[config.mk]
export PLATFORM = sky130hd
export DESIGN_NAME = pcie_bridge_cmd_status_regs
export DESIGN_NICKNAME = d
export VERILOG_FILES = /design/src/bridge_cfg_pkg.sv /design/src/pcie_bridge_cmd_status_regs.sv /design/src/sticky_flag_bank.sv
export SDC_FILE = /design/constraint.sdc
export NUM_CORES = 1
export LEC_CHECK = 0
export ABC_AREA = 1
export CAP_MARGIN = 20
export CORE_MARGIN = 3
export CORE_UTILIZATION = 60
export DETAILED_ROUTE_END_ITERATION = 8
export DONT_BUFFER_PORTS = 1
export PLACE_DENSITY_LB_ADDON = 0.05
export SYNTH_ARGS = -nofsm -noshare
export SYNTH_HDL_FRONTEND = slang
export SYNTH_SLANG_ARGS = --single-unit
[constraint.sdc]
create_clock -name core_clk -period 1.8 [get_ports core_clk]
set_input_delay 0.54 -clock core_clk [delete_from_list [all_inputs] [get_ports core_clk]]
set_output_delay 0.54 -clock core_clk [all_outputs]
set_load 0.01 [all_outputs]
[src/bridge_cfg_pkg.sv]
package bridge_cfg_pkg;

	// ****************************************************************
	// Configuration-space layout
	// ****************************************************************

	// Dword that holds the command half (lanes 1:0) and status half (lanes 3:2).
	localparam logic [7:0]  CFG_CMD_STS_DWORD  = 8'h04;
	localparam logic [7:0]  CMD_OFFSET         = 8'h04;
	localparam logic [7:0]  STS_OFFSET         = 8'h06;

	// Command bit positions.
	localparam int          CMD_IO_EN_BIT      = 0;
	localparam int          CMD_MEM_EN_BIT     = 1;
	localparam int          CMD_BUS_INIT_BIT   = 2;
	localparam int          CMD_SPECIAL_BIT    = 3;
	localparam int          CMD_WI_PROMOTE_BIT = 4;
	localparam int          CMD_PARITY_RSP_BIT = 6;
	localparam int          CMD_ERR_REPORT_BIT = 8;

	// Writable command bits and value after reset.
	localparam logic [15:0] CMD_WRITE_MASK     = 16'h0157;
	localparam logic [15:0] CMD_RESET_VALUE    = 16'h0000;

	// Status bit positions.
	localparam int          STS_DATA_PARITY_BIT    = 8;
	localparam int          STS_CA_SIGNALLED_BIT   = 11;
	localparam int          STS_CA_RECEIVED_BIT    = 12;
	localparam int          STS_UR_RECEIVED_BIT    = 13;
	localparam int          STS_SYSTEM_ERROR_SIGNALLED_BIT        = 14;
	localparam int          STS_POISON_BIT         = 15;

	// Read/clear status bits, constant ones and value after reset.
	localparam logic [15:0] STS_CLEAR_MASK     = 16'hF900;
	localparam logic [15:0] STS_FIXED_ONES     = 16'h0010;
	localparam logic [15:0] STS_RESET_VALUE    = 16'h0010;

endpackage : bridge_cfg_pkg

[src/pcie_bridge_cmd_status_regs.sv]
module pcie_bridge_cmd_status_regs
	import bridge_cfg_pkg::*;
(
	// Clock and reset.
	input  wire logic        core_clk,
	input  wire logic        sys_rst,
	// Configuration access port.
	input  wire logic        cfg_req,
	input  wire logic        cfg_we,
	input  wire logic [7:0]  cfg_addr,
	input  wire logic [3:0]  cfg_be,
	input  wire logic [31:0] cfg_wdata,
	output logic             cfg_ack,
	output logic      [31:0] cfg_rdata,
	// Downstream requests from PCIe.
	input  wire logic        dn_req_valid,
	input  wire logic        dn_req_mem,
	input  wire logic        dn_req_io,
	input  wire logic        dn_req_write,
	output logic             dn_fwd,
	output logic             dn_fwd_invalidate,
	output logic             dn_unsupported,
	// Secondary PCI requests and PCIe initiation.
	input  wire logic        up_req_valid,
	input  wire logic        up_req_mem_io,
	output logic             up_claim,
	input  wire logic        tx_req,
	output logic             tx_grant,
	// Error message control.
	input  wire logic        pci_serr_seen,
	output logic             err_msg_request,
	// Status events.
	input  wire logic        ev_poisoned_tlp,
	input  wire logic        ev_err_msg_sent,
	input  wire logic        ev_cpl_ur_received,
	input  wire logic        ev_cpl_ca_received,
	input  wire logic        ev_cpl_ca_sent,
	input  wire logic        ev_data_poison,
	// Command levels for the rest of the bridge.
	output logic             write_invalidate_promote_en,
	output logic             bus_initiator_en,
	output logic             mem_space_en,
	output logic             io_space_en,
	output logic             error_report_en,
	output logic             parity_response_en
);

	// ****************************************************************
	// Access decode
	// ****************************************************************

	logic        hit;
	logic        wr_hit;
	logic [15:0] cmd_lane_mask;
	logic [15:0] sts_lane_mask;

	// Expands two byte enables into a 16-bit lane mask.
	function automatic logic [15:0] lanes16(input logic [1:0] be);
		lanes16 = {{8{be[1]}}, {8{be[0]}}};
	endfunction : lanes16

	// Only the command/status dword is mapped; other dwords read zero.
	always_comb begin
		hit           = (cfg_addr[7:2] == CFG_CMD_STS_DWORD[7:2]);
		wr_hit        = cfg_req && cfg_we && hit;
		cmd_lane_mask = lanes16(cfg_be[1:0]);
		sts_lane_mask = lanes16(cfg_be[3:2]);
	end

	// ****************************************************************
	// Command register
	// ****************************************************************

	logic [15:0] cmd_reg;
	logic [15:0] cmd_next;

	// Only the writable bits take write data, so bit 3 stays zero.
	always_comb begin
		cmd_next = cmd_reg;
		if (wr_hit) begin
			cmd_next = (cmd_reg & ~(cmd_lane_mask & CMD_WRITE_MASK))
				| (cfg_wdata[15:0] & cmd_lane_mask & CMD_WRITE_MASK);
		end
	end

	// Command flip-flops; all enables start cleared.
	always_ff @(posedge core_clk) begin
		if (sys_rst) begin
			cmd_reg <= CMD_RESET_VALUE;
		end else begin
			cmd_reg <= cmd_next;
		end
	end

	assign write_invalidate_promote_en = cmd_reg[CMD_WI_PROMOTE_BIT];
	assign bus_initiator_en            = cmd_reg[CMD_BUS_INIT_BIT];
	assign mem_space_en                = cmd_reg[CMD_MEM_EN_BIT];
	assign io_space_en                 = cmd_reg[CMD_IO_EN_BIT];
	assign error_report_en             = cmd_reg[CMD_ERR_REPORT_BIT];
	assign parity_response_en          = cmd_reg[CMD_PARITY_RSP_BIT];

	// ****************************************************************
	// Transaction gating
	// ****************************************************************

	// A downstream request of a disabled space is answered unsupported.
	always_comb begin
		dn_fwd = dn_req_valid
			&& ((dn_req_mem && mem_space_en) || (dn_req_io && io_space_en));
		dn_unsupported = dn_req_valid
			&& ((dn_req_mem && !mem_space_en) || (dn_req_io && !io_space_en));
		dn_fwd_invalidate = dn_fwd && dn_req_mem && dn_req_write
			&& write_invalidate_promote_en;
	end

	// Upstream traffic needs the initiator enable; error messages need the error report enable.
	always_comb begin
		up_claim        = up_req_valid && up_req_mem_io && bus_initiator_en;
		tx_grant        = tx_req && bus_initiator_en;
		err_msg_request = pci_serr_seen && error_report_en;
	end

	// ****************************************************************
	// Status register
	// ****************************************************************

	logic [15:0] sts_set;
	logic [15:0] sts_clr;
	logic [15:0] sts_flags;
	logic [15:0] sts_value;

	// Events map onto their bit positions; clears come from one-writes.
	always_comb begin
		sts_set                        = '0;
		sts_set[STS_POISON_BIT]        = ev_poisoned_tlp;
		sts_set[STS_SYSTEM_ERROR_SIGNALLED_BIT]       = ev_err_msg_sent && error_report_en;
		sts_set[STS_UR_RECEIVED_BIT]   = ev_cpl_ur_received;
		sts_set[STS_CA_RECEIVED_BIT]   = ev_cpl_ca_received;
		sts_set[STS_CA_SIGNALLED_BIT]  = ev_cpl_ca_sent;
		sts_set[STS_DATA_PARITY_BIT]   = ev_data_poison && parity_response_en;
		sts_clr = wr_hit ? (cfg_wdata[31:16] & sts_lane_mask & STS_CLEAR_MASK)
			: 16'h0000;
	end

	sticky_flag_bank #(
		.WIDTH (16)
	) u_flags (
		.core_clk (core_clk),
		.sys_rst  (sys_rst),
		.flag_set (sts_set),
		.flag_clr (sts_clr),
		.flag_q   (sts_flags)
	);

	// The capability bit is a constant one; other bits read zero.
	assign sts_value = (sts_flags & STS_CLEAR_MASK) | STS_FIXED_ONES;

	// ****************************************************************
	// Read data and acknowledge
	// ****************************************************************

	logic [31:0] rdata_reg;
	logic [31:0] rdata_next;
	logic        ack_reg;
	logic        ack_next;

	// Reads return the values before any write in the same cycle.
	always_comb begin
		ack_next   = cfg_req;
		rdata_next = rdata_reg;
		if (cfg_req) begin
			rdata_next = (hit && !cfg_we) ? {sts_value, cmd_reg} : 32'h0000_0000;
		end
	end

	// Answer flip-flops; every access is acknowledged one cycle later.
	always_ff @(posedge core_clk) begin
		if (sys_rst) begin
			ack_reg   <= 1'b0;
			rdata_reg <= 32'h0000_0000;
		end else begin
			ack_reg   <= ack_next;
			rdata_reg <= rdata_next;
		end
	end

	assign cfg_ack   = ack_reg;
	assign cfg_rdata = rdata_reg;

	// ****************************************************************
	// Checks
	// ****************************************************************

	logic        rd_taken_reg;
	logic        rd_taken_next;

	// Remembers that the answer now standing belongs to a mapped read.
	always_comb begin
		rd_taken_next = cfg_req && !cfg_we && hit;
	end

	// Tracking flip-flop for the checks only; it changes no behaviour.
	always_ff @(posedge core_clk) begin
		if (sys_rst) begin
			rd_taken_reg <= 1'b0;
		end else begin
			rd_taken_reg <= rd_taken_next;
		end
	end
endmodule : pcie_bridge_cmd_status_regs

[src/sticky_flag_bank.sv]
// Bank of sticky flags; a set in the same cycle as a clear wins.
module sticky_flag_bank
	import bridge_cfg_pkg::*;
#(
	parameter int WIDTH = 16
) (
	// Clock and reset.
	input  wire logic             core_clk,
	input  wire logic             sys_rst,
	// Hardware events and software clears.
	input  wire logic [WIDTH-1:0] flag_set,
	input  wire logic [WIDTH-1:0] flag_clr,
	// Current flags.
	output logic      [WIDTH-1:0] flag_q
);

	logic [WIDTH-1:0] flag_reg;
	logic [WIDTH-1:0] flag_next;

	// A pending event survives a clear that lands in the same cycle.
	always_comb begin
		flag_next = (flag_reg & ~flag_clr) | flag_set;
	end

	// Flags register.
	always_ff @(posedge core_clk) begin
		if (sys_rst) begin
			flag_reg <= '0;
		end else begin
			flag_reg <= flag_next;
		end
	end

	assign flag_q = flag_reg;

endmodule : sticky_flag_bank

==> results.cfg, run 1 <==
[worst_setup_path]
crit_path_end_kind = primary output
critPathMaxStageDelay_ps = 400
crit_fanout = 4
start_kind = flip-flop
critical_path_class = flip-flop to primary output
arrival_ps = 1180
path_cells = inv_1 > o22ai_2 > nand2_1 > nor2_2
cp_slowest_cell = dfxtp_4
required_ps = 1260

[synthesis]
synth_seq_cells = 26
postSynthCellCount = 186
ys_warn_count = 0
synth_top_area_cell = dfxtp_1
avgSynthCellArea_um2 = 6.92
ys_types = 17
synth_top_cell_area_share = 0.405
synth-edff-count = 0
synth.top_cells.by_area = dfxtp_1, nand2_1, buf_4
synth_seq_area_share = 0.405
async_reset_ff_frac = 0
synth_most_common_cell = nand2_1
syn_area_um2 = 1290
ys.flop_type = dfxtp_1
synth_common_cells = nand2_1, dfxtp_1, inv_1, buf_4

[route]
first_pass_iters = 4
ant_nets = 0
vias = 1062
vias_per_cell = 5.01
drc = 0
drt-initial-drc-count = 11
wl_per_cell_um = 12.3
routed_wl_um = 2610

[sta]
maxSlewViolCount = 0
post-route-min-period_ps = 1720
final-setup-viol-count = 0
maxSlewHeadroom = 0.644
post-route-period-util = 0.954
fin_worst_skew_ps = 11.2
finalHoldViolCount = 0
finalSetupTns_ps = 0
fmaxAchievable_ghz = 0.583
worst_pin_slew_ps = 533
setup_ws_ps = 83.6

[power]
p_sw_mw = 0.223
p_clk_frac = 0.377
comb_power_share = 0.062
switching_share = 0.214
p_leak_nw = 0.617
p_int_mw = 0.821
peakVddDrop_v = 0.000587
seqPwrFrac = 0.561
powerDensity_nw_per_um2 = 802

[global_route]
grt_start_max_net_pins = 22
grt_pass1_wl_um = 4110
antenna_found_initial = 0
grt_usage = 0.199
grt_pass1_vias = 941
grt_overflow_total = 0

[clock_network]
numCtsBuffers = 3
cts_tree = built
cts_setup_buffers = 0
clock-root-buffer = clkbuf_4
ctsHtreeMaxLevel = 1
insertion_delay_ps = 320
cts_sinks = 26
clk_transition_reported_paths_ps = 150
cts_hold_buf = 0
clk_path_buf_depth = 2

[placed_design]
finalWeightedCongestion = 0.738
dp_slack_ps = 229
placed_cell_area_um2 = 1230
io_buffers = 0
post-dp-hpwl_um = 1960

[floorplanning]
core_um2 = 2000
rows = 16
fp.dieW_um = 52.3
dieArea_um2 = 2740
initial_core_util = 0.643
ioPinCount = 107
die_y_um = 52.3

[run_status]
status = finished clean

[finish]
num_antenna_cells = 0
fillers = 185
area_growth_syn_to_layout_pct = 1.26
final_nets = 248
final_area_um2 = 1300
drive_above_1_share = 0.0811

[run]
cap_viol_max_count = 0

[min_path]
hold_path.class = primary input to flip-flop
==> power by group through the flow <==
stage / Combinational [mW] / Sequential (mW) / Clock [mW]
final: 0.0645 / 0.586 / 0.394
after global routing: 0.0739 / 0.587 / 0.430
after CTS: 0.0631 / 0.589 / 0.406
after detailed placement: 0.0629 / 0.601 / 0
after global placement: 0.0614 / 0.601 / 0
after floorplan: 0.0908 / 0.600 / 0
==> area by class of cell <==
cell class / count / area [µm²] / share of cell area
Tap cell: 27 / 33.8 / 0.0259
Clock inverter: 1 / 30.0 / 0.0231
Multi-Input combinational cell: 128 / 567 / 0.435
Sequential cell: 26 / 528 / 0.405
Timing Repair Buffer: 2 / 27.5 / 0.0211
Inverter: 25 / 93.8 / 0.0720
Clock buffer: 3 / 22.5 / 0.0173
==> kinds of logic (layout without fill, tap and decap cells) <==
group	count (synthesis)	after routing	synth area share
AO/OA/AOI/OAI	21	21	0.0837
buffers and inverters	50	31	0.214
other	1	19	0.00292
AND/OR/NAND/NOR	88	88	0.295
flip-flops	26	26	0.405
==> worst paths after layout <==
kind | start | to | slack [ps] | depth (start not counted)
worst max-delay path | flip-flop | dn_fwd_invalidate | 80 | 4
worst min-delay path | sys_rst | cfg_rdata[2] | 260 | 1
worst max register to register | flip-flop | flip-flop | 1030 | 4
worst min register to register | u_flags.flag_q[8] | u_flags.flag_q[8] | 470 | 2
==> cell usage in the layout (no fill, tap or decap), drive strengths merged <==
master / n
buf: 2
clkbuf: 3
dfxtp: 26
bufinv: 1
nor2: 19
a21oi: 19
inv: 25
conb: 19
and2: 1
nand2: 47
nand3: 21
o22ai: 2
==> layer usage <==
layer	global-route usage	vias up	wire length [µm]
met4	0.0809	0	18
met3	0.0513	2	248
met2	0.337	48	1340
li1	-	534	-
met1	0.236	478	1010
met5	0	-	0
==> per-stage QoR <==
| stage | utilization | total power [mW] | hold slack (ps) | instances |
|---|---|---|---|---|
| after floorplan | - | 0.691 | 440 | 204 |
| after global placement | 0.616 | 0.662 | 443 | 208 |
| after detailed placement | 0.616 | 0.664 | 448 | 208 |
| after CTS | 0.643 | 1.06 | 253 | 212 |
| after global routing | 0.651 | 1.09 | 239 | 212 |
| final | 0.651 | 1.04 | 264 | 212 |
==> worst max-delay path: cells and delay by family, from the launching register on <==
kind | cells | cell delay [ps]
AOI/OAI and AO/OA | 1 | 160
buffers and inverters | 1 | 60
DFF | 1 | 400
and+or+nand+nor | 2 | 250
==> what timing repair did <==
item / CTS / global route
pin swaps: 0 / 2
endpoints found under the hold margin: 0 / 0
gates resized for setup: 1 / 5
setup endpoints to repair: 1 / 2
(Power assumes the default switching activity.)
==> run 2: changes to the inputs <==
--- a/config.mk
+++ b/config.mk
@@ -14,2 +14,3 @@
 export PLACE_DENSITY_LB_ADDON = 0.05
+export RECOVER_POWER = 100
 export SYNTH_ARGS = -nofsm -noshare
==> constraint.sdc (replaced) <==
create_clock -name core_clk -period 1.8 [get_ports core_clk]
set_input_delay 0.36 -clock core_clk [delete_from_list [all_inputs] [get_ports core_clk]]
set_output_delay 0.36 -clock core_clk [all_outputs]
set_load 0.01 [all_outputs]
==> results.cfg, run 2 (synthesized netlist as in run 1, its figures left out) <==
[min_path]
hold_path.class = primary input to flip-flop
min-delay-start = sys_rst

[clock_network]
cts_setup_buffers = 0
clk_transition_reported_paths_ps = 140
cts_tree = built
numCtsBuffers = 3
cts_hold_buf = 0
clock-root-buffer = clkbuf_4
cts-resized-gates = 0
ctsHtreeMaxLevel = 1
insertion_delay_ps = 320
clk_path_buf_depth = 2
cts_sinks = 26

[finish]
fillers = 194
mostFrequentLayoutCells = nand2_1, dfxtp_1, inv_1
drive_above_1_share = 0.0378
seq_area_um2 = 520
num_antenna_cells = 0
area_growth_syn_to_layout_pct = -2.34
final_nets = 248
final_common_cell = nand2_1
postLayoutCoreUtil = 0.628
multi_input_area_um2 = 548

[power]
p_leak_nw = 0.603
powerDensity_nw_per_um2 = 832
p_int_mw = 0.822
p_clk_frac = 0.378
peakVddDrop_v = 0.000522
switching_share = 0.214
seqPwrFrac = 0.563
p_sw_mw = 0.223
comb_power_share = 0.058

[worst_setup_path]
critical_path_class = flip-flop to primary output
arrival_ps = 1310
crit_fanout = 4
required_ps = 1440
crit_path_end_kind = primary output
start_kind = flip-flop

[placed_design]
finalWeightedCongestion = 0.736
io_buffers = 0
post-dp-hpwl_um = 1950

[sta]
worst_pin_slew_ps = 589
maxSlewViolCount = 0
fin_worst_skew_ps = 1.72
post-route-min-period_ps = 1670
fmaxAchievable_ghz = 0.600
finalHoldViolCount = 0
maxSlewHeadroom = 0.608
post-route-period-util = 0.927
finalSetupTns_ps = 0
final-setup-viol-count = 0
rsz0062_at_grt = no

[run_status]
status = finished clean

[floorplanning]
rows = 16
core_um2 = 2000
ioPinCount = 107
fp.dieW_um = 52.3
die_y_um = 52.3
dieArea_um2 = 2740
initial_core_util = 0.643

[global_route]
antenna_found_initial = 0
grt_overflow_total = 0
grt_usage = 0.188
grt_start_max_net_pins = 22
grt_pass1_wl_um = 3890
grt_pass1_vias = 924

[route]
drt-initial-drc-count = 12
routed_wl_um = 2530
vias_per_cell = 5.04
first_pass_iters = 4
drc = 0
vias = 1069
ant_nets = 0
wl_per_cell_um = 11.9

[run]
cap_viol_max_count = 0
[run 2: cell count changes in the layout (fill, tap and decap cells not counted), moves of 2 or more]
| cell | before | now |
|---|---|---|
| dfxtp_1 | 24 | 26 |
| dfxtp_4 | 2 | 0 |
| nand3_2 | 2 | 0 |
| nand3_1 | 19 | 21 |
| clkbuf_1 | 0 | 2 |
[run 2: area by class of cell]
cell class	instances	area share
Clock buffer	3	0.0179
Clock inverter	1	0.0239
Inverter	25	0.0747
Multi-Input combinational cell	128	0.436
Sequential cell	26	0.414
Tap cell	27	0.0269
Timing Repair Buffer	2	0.00598
[run 2: path summary, 6_finish.rpt]
path                        endpoint  slack [ps]  depth (start not counted)
setup / recovery   dn_fwd_invalidate         130                          4
hold / removal          cfg_rdata[2]          90                          1
hold reg to reg   u_flags.flag_q[15]         470                          2
setup reg to reg           flip-flop        1010                          4
[run 2: metal layers]
layer / track usage / vias to the layer above / wire (µm)
met5: 0 / - / 0
met4: 0.0851 / 0 / 38
met3: 0.0427 / 5 / 242
met2: 0.322 / 56 / 1280
met1: 0.220 / 476 / 976
li1: - / 532 / -
[run 2: stage by stage]
| stage | total power [mW] | area [µm²] | std cells | hold slack (ps) | setup slack (ps) |
|---|---|---|---|---|---|
| 2_1_floorplan | 0.691 | 1350 | 204 | 440 | 593 |
| 3_3_place_gp | 0.662 | 1220 | 208 | 431 | 409 |
| 3_5_place_dp | 0.663 | 1220 | 208 | 433 | 392 |
| 4_1_cts | 1.06 | 1270 | 212 | 71.2 | 125 |
| 5_1_grt | 1.09 | 1260 | 212 | 61.1 | 23.8 |
| 6_report | 1.05 | 1260 | 212 | 85.8 | 132 |
[run 2: power groups by stage]
stage | registers (mW) | logic [mW] | clock network (mW)
after global routing | 0.590 | 0.0705 | 0.429
after floorplan | 0.600 | 0.0908 | 0
after global placement | 0.601 | 0.0608 | 0
after CTS | 0.589 | 0.0623 | 0.412
final | 0.589 | 0.0609 | 0.396
after detailed placement | 0.601 | 0.0619 | 0
[run 2: worst max-delay path: stages (launching register included)]
cell	delay (ps)
dfxtp_1	460
inv_1	90
o22ai_1	170
nand2_1	80
nor2_1	180
==> run 3: changes to the inputs <==
ABC_AREA = not set   (was 1)
MAX_ROUTING_LAYER = met4   (was not set)
==> results.cfg, run 3 <==
[sta]
rsz0062_at_grt = no
maxSlewViolCount = 0
fin_worst_skew_ps = 8.91
finalSetupTns_ps = 0
setup_ws_ps = 81.0
final-setup-viol-count = 0
post-route-min-period_ps = 1720
maxSlewHeadroom = 0.618
fmaxAchievable_ghz = 0.582
worst_pin_slew_ps = 573
finalHoldViolCount = 0
post-route-period-util = 0.955

[global_route]
grtUsageMet2 = 0.326
use_met1 = 0.239
grt_overflow_total = 0
grt_start_max_net_pins = 33
grt_pass1_wl_um = 3930
busiest_layer = met2
grt_usage = 0.197
use_met3 = 0.0487
grt_pass1_vias = 895
antenna_found_initial = 0

[floorplanning]
initial_core_util = 0.679
die_y_um = 51.6
ioPinCount = 107
core_um2 = 1840
fp.dieW_um = 51.6
rows = 15
dieArea_um2 = 2660

[finish]
drive_above_1_share = 0.0638
area_growth_syn_to_layout_pct = -1.60
postLayoutCoreUtil = 0.668
num_antenna_cells = 0
final_common_cell = dfxtp_1
mostFrequentLayoutCells = dfxtp_1, nor2_1, conb_1
final_nets = 204
final_area_um2 = 1230

[synthesis]
synth.top_cells.by_area = dfxtp_1, buf_4, a32oi_1
syn_area_um2 = 1250
synth_seq_cells = 26
ys.flop_type = dfxtp_1
synth_top_cell_area_share = 0.417
synth-edff-count = 0
ys_warn_count = 0
avgSynthCellArea_um2 = 8.79
postSynthCellCount = 142
synth_seq_area_share = 0.417
synth_most_common_cell = dfxtp_1
async_reset_ff_frac = 0
synth_common_cells = dfxtp_1, nor2_1, buf_4, a32oi_1, nand2b_1
synth_top_area_cell = dfxtp_1
ys_types = 25

[route]
drt-initial-drc-count = 20
wl_per_cell_um = 14.9
vias_per_cell = 5.78
routed_wl_um = 2470
ant_nets = 0
vias = 959
first_pass_iters = 4
drc = 0

[worst_setup_path]
critical_path_class = flip-flop to primary output
crit_fanout = 5
crit_path_end_kind = primary output
cp_slowest_cell = dfxtp_2
arrival_ps = 1360
required_ps = 1440
critPathMaxStageDelay_ps = 420
path_cells = a22oi_1 > nor2b_1 > and4_1
start_kind = flip-flop
critPathTopFamily = simple AND/OR/NAND/NOR gates
cp_num_buf_inv = 0

[clock_network]
clock-root-buffer = clkbuf_4
insertion_delay_ps = 310
ctsHtreeMaxLevel = 1
cts_tree = built
clk_path_buf_depth = 2
cts_setup_buffers = 0
clk_transition_reported_paths_ps = 140
numCtsBuffers = 3
cts_sinks = 26

[power]
powerDensity_nw_per_um2 = 757
p_leak_nw = 0.463
p_total_mw = 0.930
peakVddDrop_v = 0.000488

[placed_design]
dp_slack_ps = 143
finalWeightedCongestion = 0.705
post-dp-hpwl_um = 1900
io_buffers = 0
placed_cell_area_um2 = 1210

[run_status]
status = finished clean

[run]
cap_viol_max_count = 0

[min_path]
hold_path.class = primary input to flip-flop
run 3: changes by cell type in the layout (fill, tap and decap cells not counted), sizes merged, moves of 2 or more:
cell and change:
nor3 +2, a211oi +4, a22oi +2, a32oi +12
o31ai +2, nand3 -21, nand2 -39, a21oi -17
nor4b +2, and2 +2, inv -20, mux2i +6
nor2 +4, nand2b +12
run 3: path summary, 6_finish.rpt:
check                     start            endpoint  slack, ps  cells past startpoint
min reg2reg  u_flags.flag_q[14]  u_flags.flag_q[14]        480                      2
min                     sys_rst        cfg_rdata[0]        100                      1
max reg2reg           flip-flop        cfg_rdata[8]       1010                      2
max                   flip-flop   dn_fwd_invalidate         80                      3
run 3: final cells by class:
class                           count  area [µm²]
Fill cell                         174         611
Clock buffer                        4        36.3
Tap cell                           25        31.3
Sequential cell                    26         523
Multi-Input combinational cell    103         604
Inverter                            5        18.8
Timing Repair Buffer                3        15.0
run 3: report_power, final:
part,internal (mW),total [mW],leakage [nW],switching (mW)
logic,0.0194,0.0598,0.230,0.0404
clock network,0.123,0.282,0.0210,0.159
registers,0.583,0.588,0.212,0.00495
run 3: what timing repair did:
item                                    in CTS  in global routing
hold buffers                                 0                  0
hold endpoints to repair                     0                  0
endpoints found under the setup margin       1                  0
gates resized for setup                      2                  0
run 3: worst reg2reg max path, cell delays in order, from the launching register on:
cell and delay, ps:
dfxtp_1 500, a32oi_1 140, nor2_1 100
run 3: cells by family after synthesis:
group / count (synthesis) / synth area share
compound gates: 23 / 0.145
buf+inv: 31 / 0.153
flops: 26 / 0.417
mux: 6 / 0.0481
other cells: 1 / 0.00300
simple gates: 55 / 0.233
run 3: routing by layer:
layer	vias to the layer above	wire [µm]
li1	454	-
met1	440	1000
met2	63	1130
met4	0	14
met5	-	0
met3	2	323
run 3: metrics by stage:
| step | cells | hold slack (ps) |
|---|---|---|
| after floorplan | 160 | 448 |
| after global placement | 162 | 432 |
| after detailed placement | 162 | 432 |
| after CTS | 166 | 90.1 |
| after global routing | 166 | 84.9 |
| final | 166 | 100 |
